File: config.mk
export PLATFORM = sky130hd
export DESIGN_NAME = tpc_top
export DESIGN_NICKNAME = d
export VERILOG_FILES = /design/src/rtl/tpc_pkg.sv /design/src/rtl/tpc_edge_sync.sv /design/src/rtl/tpc_top.sv
export SDC_FILE = /design/constraint.sdc
export NUM_CORES = 1
export LEC_CHECK = 0
export ABC_AREA = 1
export BUFFER_PORTS_ARGS = -buffer_cell sky130_fd_sc_hd__buf_2
export CAP_MARGIN = 20
export CORE_ASPECT_RATIO = 1.2
export CORE_MARGIN = 2
export CORE_UTILIZATION = 24
export CTS_CLUSTER_DIAMETER = 200
export CTS_CLUSTER_SIZE = 20
export DETAILED_ROUTE_END_ITERATION = 8
export GPL_ROUTABILITY_DRIVEN = 0
export PLACE_DENSITY = 0.42
export SLEW_MARGIN = 20
export SYNTH_ARGS = -nofsm -noshare
export SYNTH_HDL_FRONTEND = slang
export SYNTH_SLANG_ARGS = --single-unit
File: constraint.sdc
create_clock -name mclk_i -period 2.7 [get_ports mclk_i]
set_input_delay 0.405 -clock mclk_i [delete_from_list [all_inputs] [get_ports mclk_i]]
set_output_delay 0.405 -clock mclk_i [all_outputs]
set_load 0.005 [all_outputs]
File: src/rtl/tpc_pkg.sv
package tpc_pkg;

    // Widths
    localparam int TPC_AW = 4;
    localparam int TPC_DW = 16;
    localparam int TPC_PW = 16;
    localparam int TPC_IW = 3;

    // Register offsets
    localparam logic [TPC_AW-1:0] TPC_OFS_MODE = 4'h0;
    localparam logic [TPC_AW-1:0] TPC_OFS_CCR = 4'h1;
    localparam logic [TPC_AW-1:0] TPC_OFS_PRESC = 4'h2;
    localparam logic [TPC_AW-1:0] TPC_OFS_CNT = 4'h3;
    localparam logic [TPC_AW-1:0] TPC_OFS_CR0 = 4'h4;
    localparam logic [TPC_AW-1:0] TPC_OFS_CR1 = 4'h5;
    localparam logic [TPC_AW-1:0] TPC_OFS_STAT = 4'h6;
    localparam logic [TPC_AW-1:0] TPC_OFS_MASK = 4'h7;

    // Mode register fields
    localparam int TPC_MODE_OP_LO = 0;
    localparam int TPC_MODE_OP_HI = 1;
    localparam int TPC_MODE_OUTEN = 2;
    localparam int TPC_MODE_PPG = 3;
    localparam int TPC_MODE_OSEN = 4;
    localparam int TPC_MODE_OSTRIG = 5;
    localparam int TPC_MODE_E0_LO = 6;
    localparam int TPC_MODE_E1_LO = 8;
    localparam int TPC_MODE_W = 10;

    // Capture/compare control fields
    localparam int TPC_CCR_CR0CAP = 0;
    localparam int TPC_CCR_CSEL = 1;
    localparam int TPC_CCR_CR1CAP = 2;
    localparam int TPC_CCR_W = 3;

    // Status / mask bits
    localparam int TPC_IRQ_MC0 = 0;
    localparam int TPC_IRQ_MC1 = 1;
    localparam int TPC_IRQ_OVF = 2;

    // Reset values and count maximum
    localparam logic [TPC_MODE_W-1:0] TPC_MODE_RST = 10'h000;
    localparam logic [TPC_CCR_W-1:0] TPC_CCR_RST = 3'h0;
    localparam logic [TPC_PW-1:0] TPC_PRESC_RST = 16'h0000;
    localparam logic [TPC_DW-1:0] TPC_CR_RST = 16'h0000;
    localparam logic [TPC_DW-1:0] TPC_CNT_MAX = 16'hffff;

    typedef enum logic [1:0] {
        TPC_OP_STOP = 2'b00,
        TPC_OP_CLR_TRIG = 2'b01,
        TPC_OP_FREE = 2'b10,
        TPC_OP_CLR_MATCH = 2'b11
    } tpc_op_t;

    typedef enum logic [1:0] {
        TPC_EDGE_FALL = 2'b00,
        TPC_EDGE_RISE = 2'b01,
        TPC_EDGE_NONE = 2'b10,
        TPC_EDGE_BOTH = 2'b11
    } tpc_edge_t;

    typedef struct packed {
        logic [TPC_AW-1:0] addr;
        logic [TPC_DW-1:0] wdata;
        logic wr;
        logic rd;
    } tpc_bus_req_t;

    typedef struct packed {
        logic [TPC_MODE_W-1:0] mode;
        logic [TPC_CCR_W-1:0] ccr;
        logic [TPC_PW-1:0] presc;
        logic [TPC_PW-1:0] pre;
        logic [TPC_DW-1:0] cnt;
        logic [TPC_DW-1:0] cr0;
        logic [TPC_DW-1:0] cr1;
        logic [TPC_IW-1:0] stat;
        logic [TPC_IW-1:0] mask;
        logic [TPC_DW-1:0] rdata;
        logic run;
        logic os_act;
        logic sw_pend;
        logic out;
    } tpc_state_t;

endpackage

File: src/rtl/tpc_edge_sync.sv
`timescale 1ns/1ps
`default_nettype none

module tpc_edge_sync
    import tpc_pkg::*;
(
    // Clock and reset
    input wire logic mclk_i,
    input wire logic rst_n_i,
    // Pin
    input wire logic pin_i,
    // Edge pulses
    output logic rise_o,
    output logic fall_o
);

    // Stage one feeds stage two only; the edge taps stages two and three
    logic meta_q;
    logic sync_q;
    logic last_q;

    always_ff @(posedge mclk_i or negedge rst_n_i)
    begin
        if (!rst_n_i)
        begin
            meta_q <= 1'b0;
            sync_q <= 1'b0;
            last_q <= 1'b0;
        end
        else
        begin
            meta_q <= pin_i;
            sync_q <= meta_q;
            last_q <= sync_q;
        end
    end

    assign rise_o = sync_q & ~last_q;
    assign fall_o = ~sync_q & last_q;

endmodule // tpc_edge_sync

`default_nettype wire

File: src/rtl/tpc_top.sv
`timescale 1ns/1ps
`default_nettype none

// Summary of operation
// - Pulse-generator mode gives a period of first compare plus one with second compare plus one high.
// - With a software one-shot trigger a valid trigger-pin edge still clears and restarts the count.
// - The counter starts as soon as the mode field is written with free-running or match clear; trigger clear-and-start waits for a trigger edge.
// - The first match after start may come up to one count clock early, never late.
// - One-shot output works only in free-running or trigger clear-and-start mode, not match clear.
// - With the source select set and both edges on the first pin, the first register never captures.
// - With the source select set, a second-pin edge does not capture but still raises interrupt zero.
module tpc_top
    import tpc_pkg::*;
(
    // Clock and reset
    input wire logic mclk_i,
    input wire logic rst_n_i,
    // Register port
    input wire tpc_bus_req_t bus_i,
    output logic [TPC_DW-1:0] rdata_o,
    // External pins
    input wire logic trigger_capture_input_first_i,
    input wire logic capture_input_second_i,
    output logic timer_out_o,
    // Interrupt
    output logic irq_o
);

    ////////////////////////////////////////////////////////////////////////////
    // Edge detection of the pins

    logic ti0_rise;
    logic ti0_fall;
    logic ti1_rise;
    logic ti1_fall;

    tpc_edge_sync u_sync0 (
        .mclk_i(mclk_i),
        .rst_n_i(rst_n_i),
        .pin_i(trigger_capture_input_first_i),
        .rise_o(ti0_rise),
        .fall_o(ti0_fall)
    );

    tpc_edge_sync u_sync1 (
        .mclk_i(mclk_i),
        .rst_n_i(rst_n_i),
        .pin_i(capture_input_second_i),
        .rise_o(ti1_rise),
        .fall_o(ti1_fall)
    );

    function automatic logic valid_edge(input logic [1:0] sel, input logic r, input logic f);
        logic v;
        v = 1'b0;
        unique case (sel)
            TPC_EDGE_FALL: v = f;
            TPC_EDGE_RISE: v = r;
            TPC_EDGE_BOTH: v = r | f;
            default: v = 1'b0;
        endcase
        return v;
    endfunction

    ////////////////////////////////////////////////////////////////////////////
    // State

    tpc_state_t s_q;
    tpc_state_t s_d;

    tpc_op_t op;
    logic [1:0] e0_sel;
    logic [1:0] e1_sel;
    logic tick;
    logic trig;
    logic rev0;
    logic ti1_valid;
    logic os_mode;
    logic os_trig;
    logic match0;
    logic match1;
    logic ovf;
    logic cap0;
    logic cap1;
    logic [TPC_IW-1:0] ev;
    logic [TPC_IW-1:0] w1c;
    logic wr_mode;

    assign op = tpc_op_t'(s_q.mode[TPC_MODE_OP_HI:TPC_MODE_OP_LO]);
    assign e0_sel = s_q.mode[TPC_MODE_E0_LO+1:TPC_MODE_E0_LO];
    assign e1_sel = s_q.mode[TPC_MODE_E1_LO+1:TPC_MODE_E1_LO];

    always_comb
    begin
        s_d = s_q;
        w1c = '0;
        // Prescaler free-runs, so the first count tick after start is not aligned
        // At or above, so a smaller reload never waits for a full wrap
        tick = (s_q.pre >= s_q.presc);
        s_d.pre = tick ? '0 : s_q.pre + 16'h0001;

        trig = valid_edge(e0_sel, ti0_rise, ti0_fall);
        ti1_valid = valid_edge(e1_sel, ti1_rise, ti1_fall);
        // Reverse edge of the first pin; none when both edges are valid
        rev0 = 1'b0;
        if (e0_sel == TPC_EDGE_RISE)
        begin
            rev0 = ti0_fall;
        end
        else if (e0_sel == TPC_EDGE_FALL)
        begin
            rev0 = ti0_rise;
        end

        // One-shot only where overflow exists
        os_mode = s_q.mode[TPC_MODE_OSEN] &
            ((op == TPC_OP_FREE) || (op == TPC_OP_CLR_TRIG));
        // Pin edge triggers even when the software trigger is in use
        os_trig = os_mode & (s_q.sw_pend | trig);

        match0 = s_q.run & tick & ~s_q.ccr[TPC_CCR_CR0CAP] & (s_q.cnt == s_q.cr0);
        match1 = s_q.run & tick & ~s_q.ccr[TPC_CCR_CR1CAP] & (s_q.cnt == s_q.cr1);
        ovf = 1'b0;

        // Stop clears the count and the output, so a restart begins from zero
        if (op == TPC_OP_STOP)
        begin
            s_d.cnt = '0;
            s_d.run = 1'b0;
            s_d.out = 1'b0;
            s_d.os_act = 1'b0;
        end
        else
        begin
            if (op != TPC_OP_CLR_TRIG)
            begin
                s_d.run = 1'b1;
            end
            if (s_q.run && tick)
            begin
                if ((op == TPC_OP_CLR_MATCH) && match0)
                begin
                    s_d.cnt = '0;
                end
                else
                begin
                    s_d.cnt = s_q.cnt + 16'h0001;
                    ovf = (s_q.cnt == TPC_CNT_MAX);
                end
            end
            if (op == TPC_OP_CLR_MATCH)
            begin
                if (s_q.mode[TPC_MODE_PPG])
                begin
                    // High from count zero through the second compare
                    if (match0)
                    begin
                        s_d.out = 1'b1;
                    end
                    else if (match1)
                    begin
                        s_d.out = 1'b0;
                    end
                end
                else if (match0)
                begin
                    s_d.out = ~s_q.out;
                end
            end
            else if (s_q.os_act)
            begin
                if (match0)
                begin
                    s_d.out = 1'b0;
                    s_d.os_act = 1'b0;
                end
                else if (match1)
                begin
                    s_d.out = 1'b1;
                end
            end
            // Idle at zero until a trigger edge clears and starts the count
            if ((op == TPC_OP_CLR_TRIG) && trig)
            begin
                s_d.cnt = '0;
                s_d.run = 1'b1;
            end
            if (os_trig)
            begin
                s_d.cnt = '0;
                s_d.run = 1'b1;
                s_d.os_act = 1'b1;
                s_d.out = 1'b0;
            end
        end

        // Capture paths
        cap0 = s_q.ccr[TPC_CCR_CR0CAP] &
            (s_q.ccr[TPC_CCR_CSEL] ? rev0 : ti1_valid);
        cap1 = s_q.ccr[TPC_CCR_CR1CAP] & trig;
        ev = '0;
        // Second-pin edge still interrupts when it no longer captures
        ev[TPC_IRQ_MC0] = match0 | cap0 | (s_q.ccr[TPC_CCR_CSEL] & ti1_valid);
        ev[TPC_IRQ_MC1] = match1 | cap1;
        ev[TPC_IRQ_OVF] = ovf;

        // Register port; a trigger write is acted on one cycle later
        wr_mode = bus_i.wr && (bus_i.addr == TPC_OFS_MODE);
        s_d.sw_pend = wr_mode & bus_i.wdata[TPC_MODE_OSTRIG];
        if (bus_i.wr)
        begin
            unique case (bus_i.addr)
                TPC_OFS_MODE:
                begin
                    s_d.mode = bus_i.wdata[TPC_MODE_W-1:0];
                    s_d.mode[TPC_MODE_OSTRIG] = 1'b0;
                end
                TPC_OFS_CCR: s_d.ccr = bus_i.wdata[TPC_CCR_W-1:0];
                TPC_OFS_PRESC: s_d.presc = bus_i.wdata[TPC_PW-1:0];
                // Compare writes take effect at once; safe timing is up to software
                TPC_OFS_CR0: s_d.cr0 = bus_i.wdata;
                TPC_OFS_CR1: s_d.cr1 = bus_i.wdata;
                TPC_OFS_STAT: w1c = bus_i.wdata[TPC_IW-1:0];
                TPC_OFS_MASK: s_d.mask = bus_i.wdata[TPC_IW-1:0];
                default:
                begin
                end
            endcase
        end
        // A capture beats a software write in the same cycle
        if (cap0)
        begin
            s_d.cr0 = s_q.cnt;
        end
        if (cap1)
        begin
            s_d.cr1 = s_q.cnt;
        end
        // Set wins over the clear
        s_d.stat = (s_q.stat & ~w1c) | ev;

        // Read data stand for one cycle only, zero otherwise
        s_d.rdata = '0;
        if (bus_i.rd)
        begin
            unique case (bus_i.addr)
                TPC_OFS_MODE: s_d.rdata = {6'h00, s_q.mode};
                TPC_OFS_CCR: s_d.rdata = {13'h0000, s_q.ccr};
                TPC_OFS_PRESC: s_d.rdata = s_q.presc;
                TPC_OFS_CNT: s_d.rdata = s_q.cnt;
                TPC_OFS_CR0: s_d.rdata = s_q.cr0;
                TPC_OFS_CR1: s_d.rdata = s_q.cr1;
                TPC_OFS_STAT: s_d.rdata = {13'h0000, s_q.stat};
                TPC_OFS_MASK: s_d.rdata = {13'h0000, s_q.mask};
                default: s_d.rdata = '0;
            endcase
        end
    end

    always_ff @(posedge mclk_i or negedge rst_n_i)
    begin
        if (!rst_n_i)
        begin
            s_q.mode <= TPC_MODE_RST;
            s_q.ccr <= TPC_CCR_RST;
            s_q.presc <= TPC_PRESC_RST;
            s_q.pre <= '0;
            s_q.cnt <= '0;
            s_q.cr0 <= TPC_CR_RST;
            s_q.cr1 <= TPC_CR_RST;
            s_q.stat <= '0;
            s_q.mask <= '0;
            s_q.rdata <= '0;
            s_q.run <= 1'b0;
            s_q.os_act <= 1'b0;
            s_q.sw_pend <= 1'b0;
            s_q.out <= 1'b0;
        end
        else
        begin
            s_q <= s_d;
        end
    end

    ////////////////////////////////////////////////////////////////////////////
    // Outputs

    assign rdata_o = s_q.rdata;
    // The enable gates only the pin; the pulse logic keeps running
    assign timer_out_o = s_q.out & s_q.mode[TPC_MODE_OUTEN];
    // Level interrupt, held until software clears the status bit or its mask bit
    assign irq_o = |(s_q.stat & s_q.mask);

endmodule // tpc_top

`default_nettype wire

Word level (Yosys, flattened, before mapping). Cells that the tools add are included.

Equal/unequal tests: 20. Magnitude comparators: 1. Mux-type cells: 40. Bitwise gates (word level): 33. Reduce and logical (&&, ||, !) cells: 25. $add $sub $neg: 2.

Operator list (number): 16-bit two-way mux (11); 16-bit one-hot mux with 8 select lines (1); 16-bit by 1-bit adder with 16-bit output, second input constant (2); 16-bit == test (2); 32-bit two-way mux (1); 1-bit two-way mux (21); 1-bit AND (16); 16-bit == test, second input constant (1); 4-bit by 3-bit == test with 1-bit output, second input constant (4); 16-bit >= comparator (1); 4-bit nonzero test (4); 2-bit AND reduction (6); 2-bit == test, second input constant (4); 4-bit by 2-bit == test with 1-bit output, second input constant (2); 2-bit nonzero test (4); 1-bit inverter (7); 3-bit AND (2); 2-bit by 1-bit == test with 1-bit output, second input constant (3); 2-bit logical NOT (3); 3-bit two-way mux (2); 1-bit OR (6); 1-bit one-hot mux with 3 select lines (2); 5-bit != test, second input constant (1); 4-bit by 1-bit == test with 1-bit output, second input constant (1); other kinds (10) (14).

Logic and storage cells: 141. Output and inout bits: 18. Flip-flop bits (word level): 124.

Longest topological paths before layout. Gate-level depths: netlist of run 1.

Word-level depth: 10. Gate-level depth with buffers: 17. Mapped depth without buffers: 17.

By module. A second synthesis of run 1 with hierarchy kept.

Cells, all modules: 866. Area, all modules: 7014.2 um^2.

Modules (own cells, without submodules): tpc_top (area an instance 6834.1 um^2, times used 1, sequential area each 2952.8 um^2, cells an instance 852); tpc_edge_sync (area an instance 90.1 um^2, times used 2, sequential area each 75.1 um^2, cells an instance 7).

Worst setup path before layout of run 1. No wires, ideal clock.

Path type: reg-to-reg. Start: reg s_q[81] (netlist name). End: reg s_q[69] (netlist name). Slack: 667 ps. Data required time: 2579 ps. Path buffers: 1. Data arrival time: 1912 ps. Cell stages (with the launch flop): 16. Cells stage by stage: dfrtp_1 ha_1 nand2_1 nor2_2 nand2_1 nand2_1 nor2_1 nand2_1 nand2_1 nand2_2 inv_1 nor2_1 nor2_4 buf_4 nand2_1 o21ai_2.

Word-level cells in the longest chain between the ends: 10.

Ends and longest elaborated chain: start: declaration (RTL line tpc_top.sv:68) `tpc_state_t s_q;`; 16-bit >= comparator * (RTL line tpc_top.sv:99) `tick = (s_q.pre >= s_q.presc);`; 1-bit AND (3 in series) (RTL line tpc_top.sv:121) `match0 = s_q.run & tick & ~s_q.ccr[TPC_CCR_CR0CAP] & (s_q.cnt == s_q.cr0);`; 1-bit logical AND (RTL line tpc_top.sv:141) `if ((op == TPC_OP_CLR_MATCH) && match0)`; 16-bit two-way mux (RTL line tpc_top.sv:141); 16-bit two-way mux (RTL line tpc_top.sv:139) `if (s_q.run && tick)`; 16-bit two-way mux (RTL line tpc_top.sv:183) `if ((op == TPC_OP_CLR_TRIG) && trig)`; 16-bit two-way mux (RTL line tpc_top.sv:188) `if (os_trig)`; 16-bit two-way mux (RTL line tpc_top.sv:126) `if (op == TPC_OP_STOP)`.

Every way passes the cells marked *; elsewhere a longest branch is shown, timed or not. The select of a mux whose other input is x is not followed. A chain may end at the register's enable or synchronous reset.

Worst setup path in the final report of run 1.
Start: reg s_q[81] (netlist name). End: reg s_q[58] (netlist name).

The elaborated chain is that of the path after synthesis.

==> flow_summary.toml, run 1 <==
[clocking]
ctsHoldBuffers = 1
clock_path_buffers = 2
h-tree-depth = 4
cts.sinks = 124
clkSlewWorstSetupHoldPaths_ps = 60
post_cts_resized = 0
cts_tree = "done"
cts_made_buffers = 17
cts_setup_buffers = 0
cts_root_buf = "clkbuf_16"
clkLatencyLatePin_ps = 420

[timing]
finClkSkew_ps = 7.51
fmax_ghz = 0.425
finalHoldWorstSlack_ps = 92.8
worst_pin_slew_ps = 734
min_period_over_period_pct = 87.1
setup_viol = 0
finalHoldViolCount = 0
slew_violations = 0
final.setup.tns_ps = 0
slew_headroom_pct = 51.0
finalCriticalPeriod_ps = 2350
rsz0062_at_grt = "no"

[critical_path]
start_kind = "flip-flop"
startpoint = "s_q[81]"
cp.arrival_ps = 2700
crit_type = "reg2reg"
path_max_fanout = 16
critPathRequiredTime_ps = 3050
r2r_start = "s_q[81]"
critPathCaptureType = "flip-flop"

[pwr]
peakVddDrop_mv = 0.483
p_int_mw = 4.00
p_per_area_mw_per_mm2 = 721
power.switching_mw = 1.97
clkPwrFrac_pct = 38.1
power.leakage_nw = 3.89
swShare_pct = 33.0
power_frac_comb_pct = 21.8
seqPwrFrac_pct = 40.1
power_mw = 5.97

[drt]
num_vias = 6017
ant_nets = 0
routed-wl-met2_mm = 10.7
firstDrtPassIters = 5
m1WireLength_mm = 10.3
viasPerCell = 4.59
routed-wl-met3_um = 975
routed_wl_mm = 22.6
drcViolationCount = 0
topRoutingLayerUsed = "met4"
drt_iter0_drc = 482
wl_per_cell_um = 17.2

[synthesis]
post-synth-top-count-cell = "nand2_1"
synth_top_area_share_pct = 43.8
synth_area_leaders = "dfrtp_1 (44%), nand2_1 (9.4%), inv_1 (6.6%), ha_1 (4.4%), nand3_1 (4.0%)"
yosys-top-cells-count = "nand2_1 (178), inv_1 (125), dfrtp_1 (124), nor2_1 (73), nand3_1 (56)"
synthArstFlopShare_pct = 100
yosys_warnings = 0
synthAdderAreaFrac_pct = 4.42
synth_xor_area_share_pct = 2.60
synth_top_area_cell = "dfrtp_1"
muxShareOfSynthArea_pct = 0
ys_seq_elements = 124
synth_top_family_by_area = "simple AND/OR/NAND/NOR gates"
syn_nets = 927
ys_seq_area_share_pct = 43.8
synth-edff-count = 0
yosys.cell_types.count = 45
netlist_area_mm2 = 0.00708
synth-compound-area-share_pct = 15.8
synthCells = 876
ys.flop_type = "dfrtp_1"
yosys.area_share.simple_pct = 22.3
syn_avg_cell_area_um2 = 8.08

[min_path]
holdCritStartpoint = "trigger_capture_input_first_i"
min_path_type = "in2reg"

[global_route]
grt_pass1_wl_mm = 35.5
globalRoute.totalOverflow = 0
grt_use_total_pct = 15.2
grt_pass1_vias = 6101
antenna_found_initial = 0
grt_max_degree = 55

[final_layout]
syn2layout_area_growth_pct = 16.9
diodes = 0
stdcell_area_mm2 = 0.00828
drive_gt1_share_pct = 15.4
final_nets = 965

[placed_design]
dp_hpwl_mm = 16.9
port_buffers = 43
postPlaceCellArea_mm2 = 0.00768

[run_status]
outcome = "finished clean"

[die]
coreArea_mm2 = 0.0289
initial_utilization_pct = 24.5
rows = 68
io_pins = 44
die_y_um = 192
die_w_um = 161
die_area_mm2 = 0.0309

[run]
maxCapViolations = 0
[layer usage]
| layer | track usage [%] | up-vias |
|---|---|---|
| met5 | 0 | - |
| met4 | 5.32 | 0 |
| met3 | 3.17 | 34 |
| met2 | 25.4 | 157 |
| met1 | 19.5 | 2873 |
| li1 | - | 2953 |
[cells by family (layout without fill, tap and decap cells)]
logic type / after synthesis / in the layout
AND/OR/NAND/NOR: 353 / 353
adder cells (fa/ha/maj): 25 / 25
AO/OA/AOI/OAI: 171 / 171
flip-flops: 124 / 124
buffers and inverters: 182 / 233
XOR/XNOR: 21 / 21
[stage by stage]
| stage | utilization, % | std cells | worst slack [ps] |
|---|---|---|---|
| global route | 28.6 | 1312 | 46.7 |
| floorplan | - | 876 | 667 |
| global placement | 26.6 | 1279 | 357 |
| CTS | 28.6 | 1312 | 316 |
| finish | 28.6 | 1312 | 348 |
| detailed placement | 26.6 | 1279 | 338 |
[flip-flops by register name, indices dropped and copies added (netlist names)]
signal / count
u_sync1.sync_q: 1
u_sync0.meta_q: 1
u_sync0.sync_q: 1
op: 2
u_sync1.meta_q: 1
rdata_o: 16
e1_sel: 2
u_sync0.last_q: 1
s_q: 96
u_sync1.last_q: 1
e0_sel: 2
[area by class of cell]
cell class,count,area [um2]
Inverter,136,510
Clock inverter,14,146
Sequential cell,124,3100
Multi-Input combinational cell,570,3200
Tap cell,385,482
Clock buffer,18,439
Fill cell,3171,20600
Timing Repair Buffer,65,402
[final timing paths]
check	end	slack (ps)	cells after the start
hold reg to reg	u_sync1.sync_q	350	0
min in group asynchronous	s_q[74]	490	2
setup / recovery	s_q[58]	350	14
hold / removal	u_sync0.meta_q	90	1
setup reg to reg	s_q[58]	350	14
max in group asynchronous	s_q[43]	1450	3
[power groups by stage]
stage	logic, mW	clock network (mW)	registers [mW]
finish	1.30	2.27	2.40
global route	1.49	2.42	2.44
CTS	1.31	2.34	2.40
detailed placement	1.30	0	2.43
global placement	1.30	0	2.42
floorplan	0.911	0	2.34
[worst max-delay path, cell delays in order, from the launching register on]
cell and delay, ps:
dfrtp_1 440, ha_1 340, nand2_1 120, nor2_2 60
nand2_1 50, nand2_1 40, nor2_1 70, nand2_1 100
nand2_1 90, nand2_2 130, inv_1 190, nor2_1 110
nor2_4 340, nor2_1 90, a21oi_2 110
[layout by cell type (no fill, tap or decap), types with 10 or more instances in the layout]
cell       Yosys  final
o21ai_0       51     51
nor3_1        10     10
buf_2          7     42
xor2_1        17     17
nand3_1       56     56
o22ai_1       18     18
o221ai_1      25     25
ha_1          25     25
nor2_1        73     73
a21oi_1       30     30
inv_2         11     11
a221oi_1      15     15
nand2_1      178    178
clkbuf_16      0     17
dfrtp_1      124    124
inv_1        125    125
o21ai_2       10     10
buf_4         19     20
No activity file was read; power rests on OpenSTA's default activity.
==> inputs of run 2 (changes only) <==
--- a/config.mk
+++ b/config.mk
@@ -19,4 +19,5 @@
 export SLEW_MARGIN = 20
 export SYNTH_ARGS = -nofsm -noshare
 export SYNTH_HDL_FRONTEND = slang
+export SYNTH_HIERARCHICAL = 1
 export SYNTH_SLANG_ARGS = --single-unit
==> run 2 against run 1 <==
Against the previous run: final area decreased by 0.85%; die area decreased by 0.93%; flip-flop and latch count unchanged; sequential share of layout area increased by 0.32 points; total power increased by 0.55%.
==> flow_summary.toml, run 2 <==
[critical_path]
crit_type = "reg2reg"
reg2reg_depth = 15
start_kind = "flip-flop"
cp.arrival_ps = 2560
path_max_fanout = 15
critPathCapture = "s_q[72]"
r2r_start = "s_q[97]"
critPathCaptureType = "flip-flop"
critPathRequiredTime_ps = 3000
r2r_slack_ps = 430
rr_endpoint = "s_q[72]"
startpoint = "s_q[97]"

[final_layout]
stdcell_area_mm2 = 0.00821
seq_area_mm2 = 0.00310
top_register = "s_q"
n_fill_cell = 3201
drive_gt1_share_pct = 14.2
final_nets = 951
mostFrequentLayoutCell = "nand2_1"
multi_input_area_mm2 = 0.00315
diodes = 0
largest_reg_flops = 96
syn2layout_area_growth_pct = 17.0
final_cell_mix = "nand2_1 (181), dfrtp_1 (124), inv_1 (121)"
layoutNonFillerInstCount = 1302

[pwr]
p_int_mw = 4.07
power_mw = 6.01
power_frac_comb_pct = 21.2
swShare_pct = 32.2
power.switching_mw = 1.94
clkPwrFrac_pct = 39.1
peakVddDrop_mv = 0.439
p_per_area_mw_per_mm2 = 732
power.leakage_nw = 3.85
seqPwrFrac_pct = 39.7

[placed_design]
place_ws_ps = 413
postPlaceCellArea_mm2 = 0.00761
dp_hpwl_mm = 17.8
port_buffers = 43
dp_cells = 1269

[synthesis]
yosys_warnings = 6
post-synth-top-count-cell = "nand2_1"
ys_seq_elements = 124
synth_top_area_cell = "dfrtp_1"
yosys.cell_types.count = 44
syn_nets = 913
ys_seq_area_share_pct = 44.2
yosys-top-cells-count = "nand2_1 (181), dfrtp_1 (124), inv_1 (121), nor2_1 (74), nand3_1 (56)"
synth-edff-count = 0
synthArstFlopShare_pct = 100
syn_avg_cell_area_um2 = 8.10
synth_area_leaders = "dfrtp_1 (44%), nand2_1 (9.7%), inv_1 (6.5%), nand3_1 (4.0%), nor2_1 (4.0%)"
netlist_area_mm2 = 0.00701
synth_top_area_share_pct = 44.2
ys.flop_type = "dfrtp_1"
synthCells = 866

[timing]
final.setup.tns_ps = 0
finClkSkew_ps = 10.9
slew_headroom_pct = 44.3
min_period_over_period_pct = 83.9
slew_violations = 0
setup_viol = 0
finalHoldViolCount = 0
fmax_ghz = 0.441
setup_ws_ps = 435
rsz0062_at_grt = "no"
worst_pin_slew_ps = 835
finalCriticalPeriod_ps = 2270

[die]
die_y_um = 191
initial_utilization_pct = 24.4
die_area_mm2 = 0.0306
coreArea_mm2 = 0.0288
io_pins = 44
die_w_um = 160
rows = 68

[run]
maxCapViolations = 0

[global_route]
grt_pass1_vias = 5951
antenna_found_initial = 0
grt_pass1_wl_mm = 36.0
grt_use_total_pct = 15.9
grt_max_degree = 58
globalRoute.totalOverflow = 0

[run_status]
outcome = "finished clean"

[drt]
wl_per_cell_um = 18.1
ant_nets = 0
drcViolationCount = 0
firstDrtPassIters = 5
drt_iter0_drc = 468
routed_wl_mm = 23.6
num_vias = 6038
viasPerCell = 4.64

[clocking]
h-tree-depth = 4
cts.sinks = 124
clock_path_buffers = 2
cts_tree = "done"
clkSlewWorstSetupHoldPaths_ps = 60
clkLatencyLatePin_ps = 430
cts_root_buf = "clkbuf_16"
cts_made_buffers = 17
post_cts_resized = 0

[min_path]
min_path_type = "in2reg"
## run 2: cell type report
class                   instances  share of cell area [%]
multi-input cells             566                    38.4
flip-flops and latches        124                    37.8
clock buffers                  25                    6.16
inverters                     132                    6.04
well taps                     385                    5.87
repair buffers                 63                    4.71
clock inverters                 7                    1.04
## run 2: power by group through the flow
stage          Clock, mW  Combinational [mW]  Sequential (mW)
3_5_place_dp           0                1.29             2.41
5_1_grt             2.47                1.45             2.42
3_3_place_gp           0                1.28             2.41
2_1_floorplan          0               0.890             2.32
4_1_cts             2.39                1.29             2.38
6_report            2.35                1.27             2.39
## run 2: worst min-delay path by stage
stage	end	startpoint	slack, ps	depth (start not counted)
global placement	u_sync0/sync_q	u_sync0/meta_q	330	0
global route	u_sync1/meta_q	capture_input_second_i	70	1
detailed placement	u_sync0/sync_q	u_sync0/meta_q	340	0
finish	u_sync0/meta_q	trigger_capture_input_first_i	90	1
floorplan	e0_sel[0]	rst_n_i	110	0
CTS	u_sync1/meta_q	capture_input_second_i	60	1
## run 2: routing by layer
metal  vias up  GRT usage, %  part of all wire (%)
li1       2938             -                     -
met1      2940          19.2                    43
met2       129          28.0                    50
met3        31          3.02                   3.7
met4         0          5.89                   2.3
met5         -             0                     0
## run 2: metrics by stage
step | hold WS, ps | utilization [%]
after floorplan | 109 | -
after global placement | 334 | 26.5
after detailed placement | 336 | 26.5
after CTS | 64.5 | 28.5
after global routing | 69.1 | 28.5
final | 85.7 | 28.5
## run 2: what timing repair did
item / CTS / global route
setup buffers: 0 / 0
hold buffers: 1 / 0
endpoints found under the hold margin: 28 / 0
## run 2: kinds of logic (layout without fill, tap and decap cells)
group | count (synthesis) | after routing | share of synthesized area, %
DFF | 124 | 124 | 44.2
buffers and inverters | 176 | 227 | 10.8
AOI/OAI and AO/OA | 162 | 162 | 15.6
adders and majority gates | 21 | 21 | 3.75
xor gates and xnor gates | 26 | 26 | 3.25
and+or+nand+nor | 357 | 357 | 22.4
## run 2: worst max-delay path, cell delays in order (launching register included)
cell and delay [ps]:
dfrtp_1 450, inv_1 80, ha_1 300, nand2_1 60, inv_2 50, nand2_1 60
nor2_1 100, nor2_1 40, nand2_1 100, nand2_2 80, nand2_4 110, nand2_2 120
inv_2 110, nand3_2 110, nand2_4 240, o21ai_0 120
==> inputs of run 3 (changes only) <==
==> constraint.sdc (replaced) <==
create_clock -name mclk_i -period 2.3 [get_ports mclk_i]
set_input_delay 0.345 -clock mclk_i [delete_from_list [all_inputs] [get_ports mclk_i]]
set_output_delay 0.345 -clock mclk_i [all_outputs]
set_load 0.005 [all_outputs]
==> run 3 against run 2 <==
Against the previous run: clock-buffer cell count decreased by 4; final area increased by 3.0%; global-route usage increased by 0.26 points; critical path depth decreased by 2; wire length increased by 0.39%; sequential share of layout area decreased by 1.1 points; total power increased by 22%; worst setup slack got worse by 250 ps; first-iteration DRC count decreased by 7.3%; via count decreased by 0.50%; clock skew about the same; clock power increased by 26%.
==> flow_summary.toml, run 3 (synthesis gave the netlist of run 2 again) <==
[clocking]
cts_tree = "done"
cts_root_buf = "clkbuf_16"
clock_path_buffers = 2
h-tree-depth = 4
clkLatencyLatePin_ps = 430
cts.sinks = 124
clkSlewWorstSetupHoldPaths_ps = 60
cts_made_buffers = 17

[pwr]
p_per_area_mw_per_mm2 = 863
power.leakage_nw = 3.96
peakVddDrop_mv = 0.474

[placed_design]
dp_hpwl_mm = 17.9
dp_cells = 1285
port_buffers = 43

[timing]
setup_viol = 0
finClkSkew_ps = 10.8
finalHoldViolCount = 0
slew_headroom_pct = 57.2
fmax_ghz = 0.473
worst_pin_slew_ps = 641
min_period_over_period_pct = 91.9
final.setup.tns_ps = 0
finalCriticalPeriod_ps = 2110
slew_violations = 0
rsz0062_at_grt = "no"

[critical_path]
r2r_start = "s_q[101]"
cp.arrival_ps = 2440
critPathRequiredTime_ps = 2620
rr_endpoint = "s_q[0]"
critPathCaptureType = "flip-flop"
crit_type = "reg2reg"
reg2reg_depth = 13
path_max_fanout = 6
cp_slowest_stage_delay_ps = 350
start_kind = "flip-flop"
cp.depth = 13
r2r_slack_ps = 190
worst-path-buf-inv = 2
slowest_stage = "dfrtp_1"
path_delay_family = "simple AND/OR/NAND/NOR gates"
cp_cell_sequence = "inv_1 -> ha_1 -> a21oi_1 -> o21ai_1 -> a21oi_2 -> nand2_4 -> buf_4 -> nand3_1 -> nand2_2 -> nor2_1 -> nor2_1 -> nand2_1 -> nand2_1"

[global_route]
grt_max_degree = 47
globalRoute.totalOverflow = 0
grt_pass1_wl_mm = 37.0
antenna_found_initial = 0
grt_pass1_vias = 6177
grt_use_total_pct = 16.1

[drt]
num_vias = 6008
drt_iter0_drc = 434
viasPerCell = 4.55
drcViolationCount = 0
wl_per_cell_um = 18.0
ant_nets = 0
routed_wl_mm = 23.7
firstDrtPassIters = 5

[min_path]
hold_depth = 3
holdCritStartpoint = "bus_i[8]"
hold_end = "s_q[32]"
min_path_type = "in2reg"

[run]
maxCapViolations = 0

[die]
io_pins = 44
die_area_mm2 = 0.0306
coreArea_mm2 = 0.0288
rows = 68
initial_utilization_pct = 24.4
die_w_um = 160
die_y_um = 191

[final_layout]
mostFrequentLayoutCell = "nand2_1"
largest_reg_flops = 96
final_cell_mix = "nand2_1 (180), dfrtp_1 (122), inv_1 (121)"
n_fill_cell = 3191
multi_input_area_mm2 = 0.00316
final_util_pct = 29.4
syn2layout_area_growth_pct = 20.6
seq_area_mm2 = 0.00311
final_nets = 969
diodes = 0
layoutNonFillerInstCount = 1320
drive_gt1_share_pct = 16.1
top_register = "s_q"

[run_status]
outcome = "finished clean"
## run 3: cell count changes in the layout (fill, tap and decap cells not counted), sizes merged
| cell | change |
|---|---|
| bufinv | +2 |
| clkbuf | -4 |
| clkinv | -2 |
| buf | +16 |
| clkinvlp | +4 |
| dlygate4sd3 | +2 |
## run 3: final cells by class
class / instances / area share (%)
Timing Repair Buffer: 81 / 6.82
Clock inverter: 11 / 1.95
Multi-Input combinational cell: 566 / 37.4
Clock buffer: 21 / 5.56
Sequential cell: 124 / 36.7
Inverter: 132 / 5.86
Tap cell: 385 / 5.70
## run 3: through the flow
stage	power, mW	setup WS, ps	hold WS (ps)	area (um2)
2_1_floorplan	3.77	352	49.4	7010
6_report	7.30	186	189	8460
3_3_place_gp	4.37	170	333	7780
3_5_place_dp	4.37	132	337	7780
4_1_cts	7.38	121	174	8440
5_1_grt	7.71	21.5	215	8460
## run 3: worst max-delay path by stage
stage | slack (ps) | to | from
final | 190 | s_q[0] | s_q[101]
after global routing | 20 | s_q[72] | s_q[101]
after CTS | 120 | s_q[68] | s_q[81]
after detailed placement | 130 | s_q[69] | s_q[81]
after global placement | 170 | s_q[72] | s_q[81]
after floorplan | 350 | s_q[58] | s_q[81]
## run 3: report_power, final
part / internal (mW) / total (mW) / leakage (nW) / switching [mW]
Clock: 1.89 / 2.97 / 0.301 / 1.07
Sequential: 2.51 / 2.79 / 1.61 / 0.275
Combinational: 0.579 / 1.55 / 2.05 / 0.968
Total: 4.98 / 7.30 / 3.96 / 2.32
## run 3: repair_timing
| item | 4_1_cts | 5_1_grt |
|---|---|---|
| gates resized for setup | 0 | 5 |
| hold buffers | 3 | 0 |
| setup buffers | 0 | 0 |
| endpoints found under the setup margin | 0 | 6 |
| endpoints found under the hold margin | 45 | 0 |
## run 3: metal layers
metal | track usage, % | vias up | wire, um
met2 | 27.5 | 119 | 11800
li1 | - | 2973 | -
met1 | 20.2 | 2887 | 10600
met3 | 2.67 | 29 | 684
met4 | 6.83 | 0 | 616
met5 | 0 | - | 0
## run 3: worst reg2reg max path, stage by stage, from the launching register on
cell and delay (ps):
dfrtp_1 350, inv_1 140, ha_1 290, a21oi_1 160, o21ai_1 90, a21oi_2 210
nand2_4 100, buf_4 170, nand3_1 160, nand2_2 80, nor2_1 110, nor2_1 50
nand2_1 50, nand2_1 40
